File: src/design/mlb_pkg.sv
// shared types and constants for the multiplexed local bus master
package mlb_pkg;

  // bus cycle kinds requested by the core
  typedef enum logic [2:0] {
    MLB_MEM_RD,
    MLB_MEM_WR,
    MLB_IO_RD,
    MLB_IO_WR,
    MLB_INTA
  } mlb_kind_e;

  // bus cycle states
  typedef enum logic [2:0] {
    MLB_IDLE,
    MLB_T1,
    MLB_T2,
    MLB_T3,
    MLB_TW,
    MLB_T4,
    MLB_HOLD
  } mlb_state_e;

  // one bus request from the core
  typedef struct packed {
    mlb_kind_e   kind;
    logic [19:0] addr;
    logic [7:0]  wdata;
    logic [1:0]  seg;
  } mlb_req_s;

  // segment codes on the two low status bits
  localparam logic [1:0] MLB_SEG_ALT   = 2'h0;
  localparam logic [1:0] MLB_SEG_STACK = 2'h1;
  localparam logic [1:0] MLB_SEG_CODE  = 2'h2;
  localparam logic [1:0] MLB_SEG_DATA  = 2'h3;

  // field positions on the upper address/status lines
  localparam int MLB_STAT_TOP = 3;
  localparam int MLB_STAT_IE  = 2;

  // upper address bits, io cycles drive zero there in T1
  localparam logic [3:0] MLB_IO_UPPER  = 4'h0;

  // pin synchroniser depth
  localparam int MLB_SYNC_STAGES = 3;

  // reset values
  localparam logic [19:0] MLB_ADDR_RST  = 20'h00000;
  localparam logic [7:0]  MLB_BYTE_RST  = 8'h00;
  localparam logic [1:0]  MLB_SEG_RST   = MLB_SEG_CODE;

endpackage : mlb_pkg

File: src/design/mlb_sync.sv
// three-stage pin synchroniser, change taken once stages two and three agree
`timescale 1ns/1ns
module mlb_sync
  import mlb_pkg::*;
(
  // clock and reset
  input  wire logic CLK,
  input  wire logic RESET_N,
  // raw pin and clean level
  input  wire logic PIN,
  output logic      LEVEL
);

  logic [MLB_SYNC_STAGES-1:0] stg_r;
  logic [MLB_SYNC_STAGES-1:0] stg_nxt;
  logic                       lvl_r;
  logic                       lvl_nxt;

  // shift chain, output follows only when last two stages agree
  always_comb begin
    stg_nxt = {stg_r[MLB_SYNC_STAGES-2:0], PIN};
    lvl_nxt = (stg_r[1] == stg_r[2]) ? stg_r[2] : lvl_r;
  end

  // registers
  always_ff @(posedge CLK or negedge RESET_N) begin
    if (!RESET_N) begin
      stg_r <= '0;
      lvl_r <= 1'b0;
    end else begin
      stg_r <= stg_nxt;
      lvl_r <= lvl_nxt;
    end
  end

  assign LEVEL = lvl_r;

endmodule : mlb_sync

File: src/design/mlb_master.sv
// multiplexed local bus master: T1..T4 cycle engine with status and hold
//
// Overview of operation
// - low byte lines carry address in T1, data in T2, T3, Tw, T4
// - low byte lines active high, floated in interrupt acknowledge and hold
// - high address byte held valid for the whole cycle T1 to T4
// - high address byte active high, floated in interrupt acknowledge and hold
// - upper lines carry top address bits in T1 for memory, zero for io
// - upper lines carry status in T2, T3, Tw and T4 of every cycle
// - topmost status bit is always low during the status phase
// - second status bit shows interrupt enable flag, refreshed every clock
// - two low status bits encode the segment register in use
// - upper address/status lines float during hold acknowledge
// - read strobe low in T2, T3 and Tw of every read cycle
// - read strobe held high while low byte lines are driven, which ends before T2
// - io/memory select high for io, valid from T1, or from preceding T4 when a cycle follows straight on, to final T4
// - write strobe low in T2, T3 and Tw of every write cycle
`timescale 1ns/1ns
module mlb_master
  import mlb_pkg::*;
(
  // clock and reset
  input  wire logic        CLK,
  input  wire logic        RESET_N,
  // core request side
  input  wire logic        REQ_VALID,
  input  mlb_req_s         REQ,
  output logic             REQ_READY,
  output logic             DONE,
  output logic [7:0]       RDATA,
  input  wire logic        INT_EN,
  // low multiplexed address/data byte
  input  wire logic [7:0]  MUXED_LOW_BUS_IN,
  output logic [7:0]       MUXED_LOW_BUS_OUT,
  output logic             MUXED_LOW_BUS_OE,
  // high address byte
  output logic [7:0]       HIGH_ADDRESS_BYTE,
  output logic             HIGH_ADDRESS_OE,
  // upper address/status lines, bit 3 is the top
  output logic [3:0]       UPPER_ADDR_STATUS,
  output logic             UPPER_ADDR_OE,
  // strobes and select
  output logic             RD_N,
  output logic             WR_N,
  output logic             IO_M,
  output logic             STROBE_OE,
  // ready and hold
  input  wire logic        READY,
  input  wire logic        HOLD_REQ,
  output logic             HOLD_ACK
);

  mlb_state_e  st_r;
  mlb_state_e  st_nxt;
  mlb_req_s    req_r;
  mlb_req_s    req_nxt;
  logic        ad_oe_r;
  logic        ad_oe_nxt;
  logic        done_r;
  logic        done_nxt;
  logic [7:0]  rdata_r;
  logic [7:0]  rdata_nxt;
  logic        io_m_r;
  logic        io_m_nxt;
  logic        ie_r;
  logic        hold_lvl;
  logic        take;
  logic        is_rd;
  logic        is_wr;
  logic        is_io;
  logic        in_strobe;
  logic        in_status;
  logic        in_cycle;
  logic        ready_ok;

  // hold request comes from a pin
  mlb_sync u_hold_sync (
    .CLK     (CLK),
    .RESET_N (RESET_N),
    .PIN     (HOLD_REQ),
    .LEVEL   (hold_lvl)
  );

  // cycle decode
  always_comb begin
    is_rd     = (req_r.kind == MLB_MEM_RD) || (req_r.kind == MLB_IO_RD);
    is_wr     = (req_r.kind == MLB_MEM_WR) || (req_r.kind == MLB_IO_WR);
    is_io     = (req_r.kind == MLB_IO_RD) || (req_r.kind == MLB_IO_WR);
    in_strobe = (st_r == MLB_T2) || (st_r == MLB_T3) || (st_r == MLB_TW);
    in_status = in_strobe || (st_r == MLB_T4);
    in_cycle  = in_status || (st_r == MLB_T1);
    ready_ok  = READY;
    take      = REQ_VALID && !hold_lvl && ((st_r == MLB_IDLE) || (st_r == MLB_T4));
  end

  // next state of the cycle engine
  always_comb begin
    st_nxt = st_r;
    case (st_r)
      MLB_IDLE: begin
        if (hold_lvl) begin
          st_nxt = MLB_HOLD;
        end else if (REQ_VALID) begin
          st_nxt = MLB_T1;
        end
      end
      MLB_T1: st_nxt = MLB_T2;
      MLB_T2: st_nxt = MLB_T3;
      MLB_T3: st_nxt = ready_ok ? MLB_T4 : MLB_TW;
      MLB_TW: st_nxt = ready_ok ? MLB_T4 : MLB_TW;
      MLB_T4: begin
        if (take) begin
          st_nxt = MLB_T1;
        end else if (hold_lvl) begin
          st_nxt = MLB_HOLD;
        end else begin
          st_nxt = MLB_IDLE;
        end
      end
      MLB_HOLD: st_nxt = hold_lvl ? MLB_HOLD : MLB_IDLE;
      default: st_nxt = MLB_IDLE;
    endcase
  end

  // request latch, data capture, done pulse and select
  always_comb begin
    req_nxt   = take ? REQ : req_r;
    done_nxt  = ((st_r == MLB_T3) || (st_r == MLB_TW)) && ready_ok;
    rdata_nxt = (done_nxt && !is_wr) ? MUXED_LOW_BUS_IN : rdata_r;
    io_m_nxt  = take ? ((REQ.kind == MLB_IO_RD) || (REQ.kind == MLB_IO_WR)) : io_m_r;
  end

  // low byte drive: address in T1, write data after, released for reads
  always_comb begin
    ad_oe_nxt = 1'b0;
    case (st_nxt)
      MLB_T1: ad_oe_nxt = (take ? REQ.kind : req_r.kind) != MLB_INTA;
      MLB_T2, MLB_T3, MLB_TW, MLB_T4: ad_oe_nxt = is_wr;
      default: ad_oe_nxt = 1'b0;
    endcase
  end

  // registers
  always_ff @(posedge CLK or negedge RESET_N) begin
    if (!RESET_N) begin
      st_r    <= MLB_IDLE;
      req_r   <= '{kind: MLB_MEM_RD, addr: MLB_ADDR_RST, wdata: MLB_BYTE_RST, seg: MLB_SEG_RST};
      ad_oe_r <= 1'b0;
      done_r  <= 1'b0;
      rdata_r <= MLB_BYTE_RST;
      io_m_r  <= 1'b0;
      ie_r    <= 1'b0;
    end else begin
      st_r    <= st_nxt;
      req_r   <= req_nxt;
      ad_oe_r <= ad_oe_nxt;
      done_r  <= done_nxt;
      rdata_r <= rdata_nxt;
      io_m_r  <= io_m_nxt;
      ie_r    <= INT_EN;
    end
  end

  // pin drive
  always_comb begin
    MUXED_LOW_BUS_OE  = ad_oe_r;
    MUXED_LOW_BUS_OUT = (st_r == MLB_T1) ? req_r.addr[7:0] : req_r.wdata;
    HIGH_ADDRESS_BYTE = req_r.addr[15:8];
    HIGH_ADDRESS_OE   = (st_r != MLB_HOLD) && !(in_cycle && req_r.kind == MLB_INTA);
    if (in_status) begin
      UPPER_ADDR_STATUS = {1'b0, ie_r, req_r.seg};
    end else begin
      UPPER_ADDR_STATUS = is_io ? MLB_IO_UPPER : req_r.addr[19:16];
    end
    UPPER_ADDR_OE = (st_r != MLB_HOLD);
    RD_N      = !(is_rd && in_strobe && !ad_oe_r);
    WR_N      = !(is_wr && in_strobe);
    IO_M      = (take && st_r == MLB_T4) ? ((REQ.kind == MLB_IO_RD) ||
                (REQ.kind == MLB_IO_WR)) : io_m_r;
    STROBE_OE = (st_r != MLB_HOLD);
    HOLD_ACK  = (st_r == MLB_HOLD);
    REQ_READY = take;
    DONE      = done_r;
    RDATA     = rdata_r;
  end
endmodule : mlb_master

File: config.mk
export PLATFORM = sky130hd
export DESIGN_NAME = mlb_master
export DESIGN_NICKNAME = d
export VERILOG_FILES = /design/src/design/mlb_pkg.sv /design/src/design/mlb_sync.sv /design/src/design/mlb_master.sv
export SDC_FILE = /design/constraint.sdc
export NUM_CORES = 1
export LEC_CHECK = 0
export BUFFER_PORTS_ARGS = -buffer_cell sky130_fd_sc_hd__buf_2
export CELL_PAD_IN_SITES_DETAIL_PLACEMENT = 1
export CELL_PAD_IN_SITES_GLOBAL_PLACEMENT = 2
export CORE_ASPECT_RATIO = 0.9
export CORE_MARGIN = 5
export CORE_UTILIZATION = 34
export CTS_BUF_LIST = sky130_fd_sc_hd__clkbuf_8 sky130_fd_sc_hd__clkbuf_16
export DETAILED_ROUTE_END_ITERATION = 10
export GPL_TIMING_DRIVEN = 0
export PLACE_DENSITY_LB_ADDON = 0.1
export SYNTH_ARGS = -nofsm -noshare
export SYNTH_HDL_FRONTEND = slang
export SYNTH_SLANG_ARGS = --single-unit
export TNS_END_PERCENT = 100
File: constraint.sdc
create_clock -name CLK -period 2.45 [get_ports CLK]
set_clock_uncertainty 0.15 [all_clocks]
set_input_delay 0.245 -clock CLK [delete_from_list [all_inputs] [get_ports CLK]]
set_output_delay 0.245 -clock CLK [all_outputs]
set_load 0.02 [all_outputs]
== Word level (Yosys, flattened, before mapping) ==
Index checks and enable logic that the tools add are counted.
Storage, ports and cells
  flip-flop bits (word level): 52
  input port bits: 47
  output and inout bits: 38
  word-level logic and storage cells: 74
Cells by class
  equality and inequality tests: 20
  mux-type cells: 12
  reduce and logical (&&, ||, !) cells: 30
Operator list (count)
  3-bit by 2-bit equality test with 1-bit output (second input constant): 8
  3-bit equality test (second input constant): 6
  3-bit one-hot mux with 6 select lines: 1
  3-bit two-way mux: 5
  1-bit logical AND: 10
  1-bit logical OR: 10
  3-bit by 1-bit equality test with 1-bit output (second input constant): 3
  4-bit two-way mux: 2
  8-bit two-way mux: 1
  1-bit zero test: 6
  3-bit zero test: 2
  3-bit != test (second input constant): 2
  4-bit OR reduction: 1
  1-bit two-way mux: 2
  1-bit one-hot mux with 2 select lines: 1
  2-bit OR reduction: 1
  1-bit equality test: 1

== Longest topological paths before layout ==
Gate-level depths: netlist of run 1.
  depth after elaboration: 8
  depth in mapped cells: 5
  depth with buffers taken out: 3

== Cells and area by module ==
Synthesis of run 1 repeated with hierarchy kept, for this count alone.
Second synthesis, totals
  cell total of the unflattened synthesis: 173
  area total of the unflattened synthesis: 2458.6 um^2
Modules (own cells, without submodules)
  mlb_master: times used 1, cells each 168, area each 2347.3 um^2, seq. area each 1202.4 um^2
  mlb_sync: times used 1, cells each 5, area each 111.4 um^2, seq. area each 100.1 um^2

== Least setup slack after synthesis of run 1 ==
Ideal clock, no wire load.
  path kind: register -> output
  start: register st_r[1]
  end: output port UPPER_ADDR_OE
  arrival time: 1610 ps
  required time: 2055 ps
  path slack: 445 ps
  cell stages (with the launch flop): 6
  path buffers: 2
  cells stage by stage: dfrtp_1 buf_4 inv_1 nor3_1 inv_1 buf_4
Between the ends
  longest elaborated chain between the ends: 1
Ends and longest elaborated chain
  start, declared: line mlb_master.sv:53  | mlb_state_e st_r;
  start signal, assigned: line mlb_master.sv:154  | st_r <= st_nxt;
  3-bit != test
  end, declared: line mlb_master.sv:41  | output logic UPPER_ADDR_OE,
No other way between the ends.

== Worst setup path in the final report of run 1 ==
  start: register st_r[1]
  end: output port MUXED_LOW_BUS_OUT[5]
Between the ends
  longest elaborated chain between the ends: 2
Ends and longest elaborated chain
  3-bit by 1-bit equality test with 1-bit output: line mlb_master.sv:167  | MUXED_LOW_BUS_OUT = (st_r == MLB_T1) ? req_r.addr[7:0] : req_r.wdata;
  8-bit two-way mux: line mlb_master.sv:167
  end, declared: line mlb_master.sv:34  | output logic [7:0] MUXED_LOW_BUS_OUT,
No other way between the ends.

==> results by group, run 1 <==
Die
  – Core area: 0.00666 mm^2
  – Die ar.: between 0.008 and 0.009 mm^2
  – Io pins: 85
  – Chip height: ~89 um
  – Rows: 28
  – Die width: roughly 98 um
  – Initial core utilization: 35.2%

Power
  – Logic pwr share: roughly half
  – PD cells: about 1300 mW/mm^2
  – Seq pwr share: between 30% and 40%
  – Switching share of power: 39.0%
  – Clk pwr share: roughly an eighth
  – Tot Pwr: 4.01 mW
  – Leak: about 1.5 nW
  – Peak supply drop: between 0.5 and 0.6 mV
  – P_sw: around 1.6 mW
  – Pint: 2.45 mW

Synth
  – Post-synth EDFFs: 0
  – Synth Area per Inst: approximately 14 um^2
  – Yosys cell types: 35
  – Main flop type after synthesis: dfrtp_1
  – Cell count after synthesis: about 170
  – Synth top cells by count: 51 x dfrtp_1, 47 x mux2_2, 10 x buf_4, 10 x nand2_1, 5 x inv_1
  – Cell with the most instances after synthesis: dfrtp_1
  – Synth top area cells: dfrtp_1 54%, mux2_2 23%, buf_4 3.2%
  – Dominant cell type by area after synthesis: dfrtp_1
  – Top-area cell type share of the netlist area: a little over half
  – Syn_nets: roughly 220
  – Yosys warns: 0
  – Register area share after synthesis: a little under three fifths
  – Number of synthesized register bits: 52
  – Synthesized area: about 0.0023 mm^2
  – Share of flip-flops with an asynchronous set or reset: between 90% and 100%

Final layout
  – ANT cells: 0
  – Nets: 315
  – Layout cell share with drive strength beyond 1: between 60% and 70%
  – Fill count: around 750
  – Final non-filler cell total: 359
  – P&R area growth vs syn: 29.0%
  – Final Core Density: between 40% and 50%

GRT
  – Vias in the first global route: 1,786
  – Gr ovfl total: 0
  – Largest net degree at the start of global routing: between 50 and 60
  – First-pass GRT wire length: 8.70 mm
  – GRT Total Usage: between 10% and 20%
  – Initial antenna violation count: 0

Worst setup path
  – End of the critical path: MUXED_LOW_BUS_OUT[5]
  – CP Data Arrival Time: about 1.9 ns
  – Worst r2r src: st_r[0]$_DFF_PN0_
  – Max FO, Critical Path: 10
  – R2R Setup Slk: around 0.57 ns
  – Worst Setup Start Kind: flip-flop
  – Worst setup EP type: output port
  – Reg-to-Reg End: HIGH_ADDRESS_BYTE[4]$_DFFE_PN0P_
  – Cells on worst reg2reg path: 5
  – Crit Path Category: reg2out
  – CP startpoint: st_r[1]$_DFF_PN0_
  – Critical path required time: a little over 2 ns

Clocking
  – CTS Buffer Depth: 2
  – H-Tree Level Count: 2
  – CTS tree: done
  – Root buf cell: clkbuf_8
  – Clock transition at path regs: around 0.090 ns
  – Worst skew pair latency: 0.30 ns
  – TritonCTS buffer count: 5
  – Num Clock Sinks: 52

Route
  – Final wirelength: 5.18 mm
  – Post-DR wirelength/cell: between 10 and 15 um
  – DR pass1 iterations: 2
  – Drt initial violations: 33
  – Drt drc: 0
  – Final ANT Viol Nets: 0
  – Vias per inst: about 4.5
  – Routed vias: between 1,500 and 2,000

Timing
  – Fmax: about 440 MHz
  – RSZ-0062 raised after global routing: false
  – Final Cycle Share: between 90% and 100%
  – Final worst path period need: approximately 2.3 ns
  – Setup TNS Final: 0 ns
  – # setup viols final: 0
  – Least-Margin Pin Slew: between 1 and 1.5 ns
  – Final Hold Viols: 0
  – Fin. max-slew vios: 0
  – Max_slew headroom: a little under a quarter

Place
  – Placed wire-length estimate: around 3.9 mm
  – Gpl congestion: ~0.7
  – Placed Cells: between 300 and 400
  – Port bufs: 84

Outcome
  – Status: finished clean

Flow run
  – Maxcap violations: 0

Worst hold path
  – Hold Crit Class: in2async
==> stage by stage <==
stage | worst slack [ns] | hold WS, ns | cell area [um^2]
3_5_place_dp | 0.392 | 0.202 | 2880
3_3_place_gp | 0.401 | 0.186 | 2880
6_report | 0.156 | 0.0155 | 3020
2_1_floorplan | 0.445 | -0.201 | 2340
4_1_cts | 0.0488 | 0.00214 | 3020
5_1_grt | 0.0282 | 0.000834 | 3020
==> cells by family (layout without fill, tap and decap cells) <==
group | Yosys count | after routing | share of synthesized area (%)
multiplexers | 51 | 51 | 24.5
buffers and inverters | 21 | 118 | 6.35
AO/OA/AOI/OAI | 12 | 12 | 4.16
XOR/XNOR | 3 | 3 | 1.12
flip-flops | 52 | 52 | 55.5
adder cells (fa/ha/maj) | 1 | 1 | 0.427
AND/OR/NAND/NOR | 32 | 32 | 7.90
==> state kept, by name (all words and copies together), names as in the netlist <==
signal,cells
u_hold_sync.LEVEL,1
st_r,3
io_m_r,1
ie_r,1
HIGH_ADDRESS_BYTE,8
DONE,1
RDATA,8
u_hold_sync.stg_r,3
MUXED_LOW_BUS_OE,1
req_r,25
==> power by group through the flow <==
stage / clock network [mW] / logic (mW) / registers, mW
after CTS: 0.533 / 2.11 / 1.45
after detailed placement: 0 / 2.10 / 1.47
after floorplan: 0 / 1.43 / 1.51
final: 0.499 / 2.07 / 1.44
after global routing: 0.565 / 2.27 / 1.50
after global placement: 0 / 2.07 / 1.45
==> what timing repair did <==
item                       in CTS  in global routing
setup endpoints to repair       0                  7
buffers inserted                0                  0
hold buffers                    5                  0
hold endpoints to repair        5                  0
resized for setup               0                  1
==> metal layers <==
metal	track usage, %	routed length, um	share of wire [%]	up-vias
met5	0	0	0	-
met4	4.15	62	1.2	0
met3	4.33	337	6.5	8
met2	19.7	2300	44	55
met1	16.9	2480	48	783
li1	-	-	-	776
==> layout make-up <==
| class | instances | area [um^2] | share of cell area, % |
|---|---|---|---|
| repair buffers | 89 | 470 | 15.6 |
| flip-flops and latches | 52 | 1300 | 43.1 |
| well taps | 90 | 113 | 3.72 |
| plain buffers | 16 | 130 | 4.30 |
| clock buffers | 6 | 82.6 | 2.73 |
| inverters | 5 | 22.5 | 0.745 |
| clock inverters | 2 | 10.0 | 0.331 |
| multi-input cells | 99 | 893 | 29.5 |
==> critical path: stages, from the launching register on <==
cell     delay (ns)
dfrtp_1        0.40
buf_4          0.18
inv_1          0.11
and3_1         0.17
buf_2          0.22
mux2_2         0.37
buf_2          0.16
==> placed cells by master (no fill, tap or decap) <==
master,n
o22ai_1,1
o311ai_0,1
o21ai_4,1
o21ai_0,3
nor3b_2,2
o21bai_1,1
and3b_1,1
clkbuf_8,6
or3b_2,1
nand3_1,3
buf_4,10
and2_4,1
nor2b_1,1
clkinvlp_4,1
o211ai_4,1
nand2b_1,2
a21oi_1,3
inv_1,4
or2_2,1
clkinv_2,2
or4_1,1
or3_1,1
maj3_1,1
and3_1,2
dfstp_2,1
nor3_1,1
and2_1,1
nor2_1,3
xnor2_1,2
mux2_1,4
buf_6,4
o211ai_1,1
nor3b_1,1
buf_2,86
dfrtp_1,51
nand2_1,10
dlygate4sd3_1,5
xor2_1,1
mux2_2,47
==> worst min-delay path by stage <==
stage / end / slack, ns
global placement: u_hold_sync.stg_r[1]$_DFF_PN0_ / 0.19
detailed placement: u_hold_sync.stg_r[1]$_DFF_PN0_ / 0.20
finish: DONE$_DFF_PN0_ / 0.02
global route: req_r[11]$_DFFE_PN0P_ / 0.0008
floorplan: DONE$_DFF_PN0_ / -0.20
CTS: req_r[29]$_DFFE_PN0P_ / 0.002
Power figures use the tool's default switching activity.
==> run 2: changes to the inputs <==
--- a/config.mk
+++ b/config.mk
@@ -13,7 +13,6 @@
 export CORE_UTILIZATION = 34
 export CTS_BUF_LIST = sky130_fd_sc_hd__clkbuf_8 sky130_fd_sc_hd__clkbuf_16
 export DETAILED_ROUTE_END_ITERATION = 10
-export GPL_TIMING_DRIVEN = 0
 export PLACE_DENSITY_LB_ADDON = 0.1
 export SYNTH_ARGS = -nofsm -noshare
 export SYNTH_HDL_FRONTEND = slang
==> run 2 against run 1 <==
Worst setup slack better by 0.068 ns. Maximum frequency up 3.1%. Clock-buffer cell count down 1. Non-clock buffer count down 12. Hold slack about the same. Critical endpoint is now IO_M. Highest routed layer unchanged. Core utilization down 1.6 points. Register-to-register slack better by 0.03 ns. First-iteration DRC count up 39%. Total power down 5.2%.
==> results by group, run 2 (synthesized netlist as in run 1, its figures left out) <==
Die
  – Chip height: 88.8 um (unchanged)
  – Core area: 0.00666 mm^2 (unchanged)
  – Rows: 28 (unchanged)
  – Io pins: 85 (unchanged)
  – Die width: 97.5 um (unchanged)
  – Initial core utilization: 35.2% (unchanged)
  – Die ar.: 0.00866 mm^2 (unchanged)

Power
  – Peak supply drop: 0.483 mV (was 0.561 mV)
  – Clk pwr share: 11.8% (was 12.4%)
  – Pint: 2.29 mW (was 2.45 mW)
  – Logic pwr share: 49.4% (was 51.6%)
  – Switching share of power: 39.7% (was 39.0%)
  – P_sw: 1.51 mW (was 1.57 mW)
  – PD cells: 1300 mW/mm^2 (was 1330 mW/mm^2)
  – Tot Pwr: 3.80 mW (was 4.01 mW)
  – Leak: 1.42 nW (was 1.48 nW)
  – Seq pwr share: 38.9% (was 35.9%)

Final layout
  – Nets: 303 (was 315)
  – Final Core Density: 43.9% (was 45.4%)
  – Largest reg by FF count: req_r (unchanged)
  – Commonest non-fill, non-tap cell in the layout: buf_2 (unchanged)
  – ANT cells: 0 (unchanged)
  – Final non-filler cell total: 346 (was 359)
  – Max reg flops: 25 (unchanged)
  – Layout cell share with drive strength beyond 1: 58.6% (was 61.0%)
  – Most frequent cells in the layout: 84 x buf_2, 51 x dfrtp_1, 47 x mux2_2, 10 x nand2_1, 6 x inv_1 (was 86 x buf_2, 51 x dfrtp_1, 47 x mux2_2, 10 x buf_4, 10 x nand2_1)
  – P&R area growth vs syn: 24.5% (was 29.0%)

Timing
  – Fmax: 449 MHz (was 436 MHz)
  – Max_slew headroom: 64.4% (was 22.6%)
  – Final Cycle Share: 90.8% (was 93.6%)
  – Setup WS post-layout: 0.224 ns (was 0.156 ns)
  – Fin. max-slew vios: 0 (unchanged)
  – RSZ-0062 raised after global routing: false (unchanged)
  – # setup viols final: 0 (unchanged)
  – Final worst path period need: 2.23 ns (was 2.29 ns)
  – Final Hold Viols: 0 (unchanged)
  – Least-Margin Pin Slew: 0.534 ns (was 1.16 ns)
  – Setup TNS Final: 0 ns (unchanged)

Clocking
  – TritonCTS buffer count: 5 (unchanged)
  – CTS tree: done (unchanged)
  – Setup bufs post-CTS: 0 (unchanged)
  – Clock transition at path regs: 0.09 ns (about the same)
  – Root buf cell: clkbuf_8 (unchanged)
  – H-Tree Level Count: 2 (unchanged)
  – CTS Buffer Depth: 2 (unchanged)
  – Worst skew pair latency: 0.29 ns (was 0.30 ns)
  – Num Clock Sinks: 52 (unchanged)

Worst setup path
  – Worst Setup Start Kind: flip-flop (unchanged)
  – Critical path required time: 2.06 ns (about the same)
  – Crit path cell chain: nor3b_2 > and2_1 > mux2_2 > buf_2 (was buf_4 > inv_1 > and3_1 > buf_2 > mux2_2 > buf_2)
  – Slowest cell on the critical path: dfrtp_1 (unchanged)
  – CP bufs+invs: 1 (was 4)
  – CP top delay family: flip-flops (was buffers and inverters)
  – Max FO, Critical Path: 11 (was 10)
  – Crit Path Category: reg2out (unchanged)
  – CP peak stage delay: 0.53 ns (was 0.40 ns)
  – CP Data Arrival Time: 1.83 ns (was 1.90 ns)
  – Worst setup EP type: output port (unchanged)

Route
  – DR pass1 iterations: 4 (was 2)
  – Final ANT Viol Nets: 0 (unchanged)
  – Routed vias: 1,567 (was 1,622)
  – Drt drc: 0 (unchanged)
  – Post-DR wirelength/cell: 14.6 um (was 14.4 um)
  – Final wirelength: 5.04 mm (was 5.18 mm)
  – Vias per inst: 4.53 (was 4.52)
  – Drt initial violations: 46 (was 33)

Place
  – Pre-CTS WS: 0.381 ns (was 0.392 ns)
  – Placed wire-length estimate: 3.82 mm (was 3.94 mm)
  – Gpl congestion: 0.686 (was 0.697)
  – Placed Cells: 334 (was 346)
  – Port bufs: 84 (unchanged)

GRT
  – GRT Total Usage: 12.1% (was 12.7%)
  – Vias in the first global route: 1,694 (was 1,786)
  – Initial antenna violation count: 0 (unchanged)
  – Gr ovfl total: 0 (unchanged)
  – Largest net degree at the start of global routing: 32 (was 53)
  – First-pass GRT wire length: 8.38 mm (was 8.70 mm)

Outcome
  – Status: finished clean (unchanged)

Flow run
  – Maxcap violations: 0 (unchanged)

Worst hold path
  – Hold Crit Class: in2reg (was in2async)
run 2: routing by layer:
layer / wire (um) / part of all wire (%) / GRT usage (%)
met1: 2290 / 45 / 16.1
met2: 2280 / 45 / 18.6
met3: 445 / 8.8 / 5.04
met4: 23 / 0.46 / 3.02
met5: 0 / 0 / 0
run 2: worst paths after layout:
kind	start	to	slack, ns	cells past startpoint
max	st_r[1]$_DFF_PN0_	IO_M	0.22	4
min	REQ[13]	req_r[13]$_DFFE_PN0P_	0.02	2
max reg2reg	st_r[0]$_DFF_PN0_	HIGH_ADDRESS_BYTE[1]$_DFFE_PN0P_	0.60	4
min reg2reg	u_hold_sync.stg_r[0]$_DFF_PN0_	u_hold_sync.stg_r[1]$_DFF_PN0_	0.21	0
max in group asynchronous	RESET_N	req_r[1]$_DFFE_PN1P_	1.21	3
min in group asynchronous	RESET_N	req_r[12]$_DFFE_PN0P_	0.32	2
run 2: through the flow:
| step | hold slack, ns | cell area, um^2 |
|---|---|---|
| 6_report | 0.0150 | 2920 |
| 5_1_grt | 0.00402 | 2920 |
| 4_1_cts | 0.00391 | 2900 |
| 3_5_place_dp | 0.110 | 2790 |
| 3_3_place_gp | 0.117 | 2790 |
| 2_1_floorplan | -0.201 | 2340 |
run 2: area by class of cell:
type	count	area, um^2
Clock buffer	5	68.8
Timing Repair Buffer	93	513
Inverter	5	18.8
Multi-Input combinational cell	99	895
Sequential cell	52	1300
Clock inverter	2	8.76
Fill cell	740	3740
Tap cell	90	113
run 2: worst register-to-register path: cells and delay by family, from the launching register on:
kind	cells	cell delay, ns
mux	1	0.40
buf+inv	1	0.34
compound gates	1	0.17
simple gates	1	0.16
flops	1	0.53
run 2: power groups by stage:
stage / Clock, mW / Sequential, mW / Combinational [mW]
4_1_cts: 0.481 / 1.49 / 1.92
5_1_grt: 0.526 / 1.54 / 2.06
6_report: 0.447 / 1.48 / 1.88
3_3_place_gp: 0 / 1.50 / 1.89
3_5_place_dp: 0 / 1.51 / 1.91
2_1_floorplan: 0 / 1.51 / 1.43
run 2: timing repair:
| action | 4_1_cts | 5_1_grt |
|---|---|---|
| resized for setup | 0 | 1 |
| endpoints found under the setup margin | 0 | 8 |
| endpoints found under the hold margin | 23 | 2 |
| hold buffers | 3 | 2 |
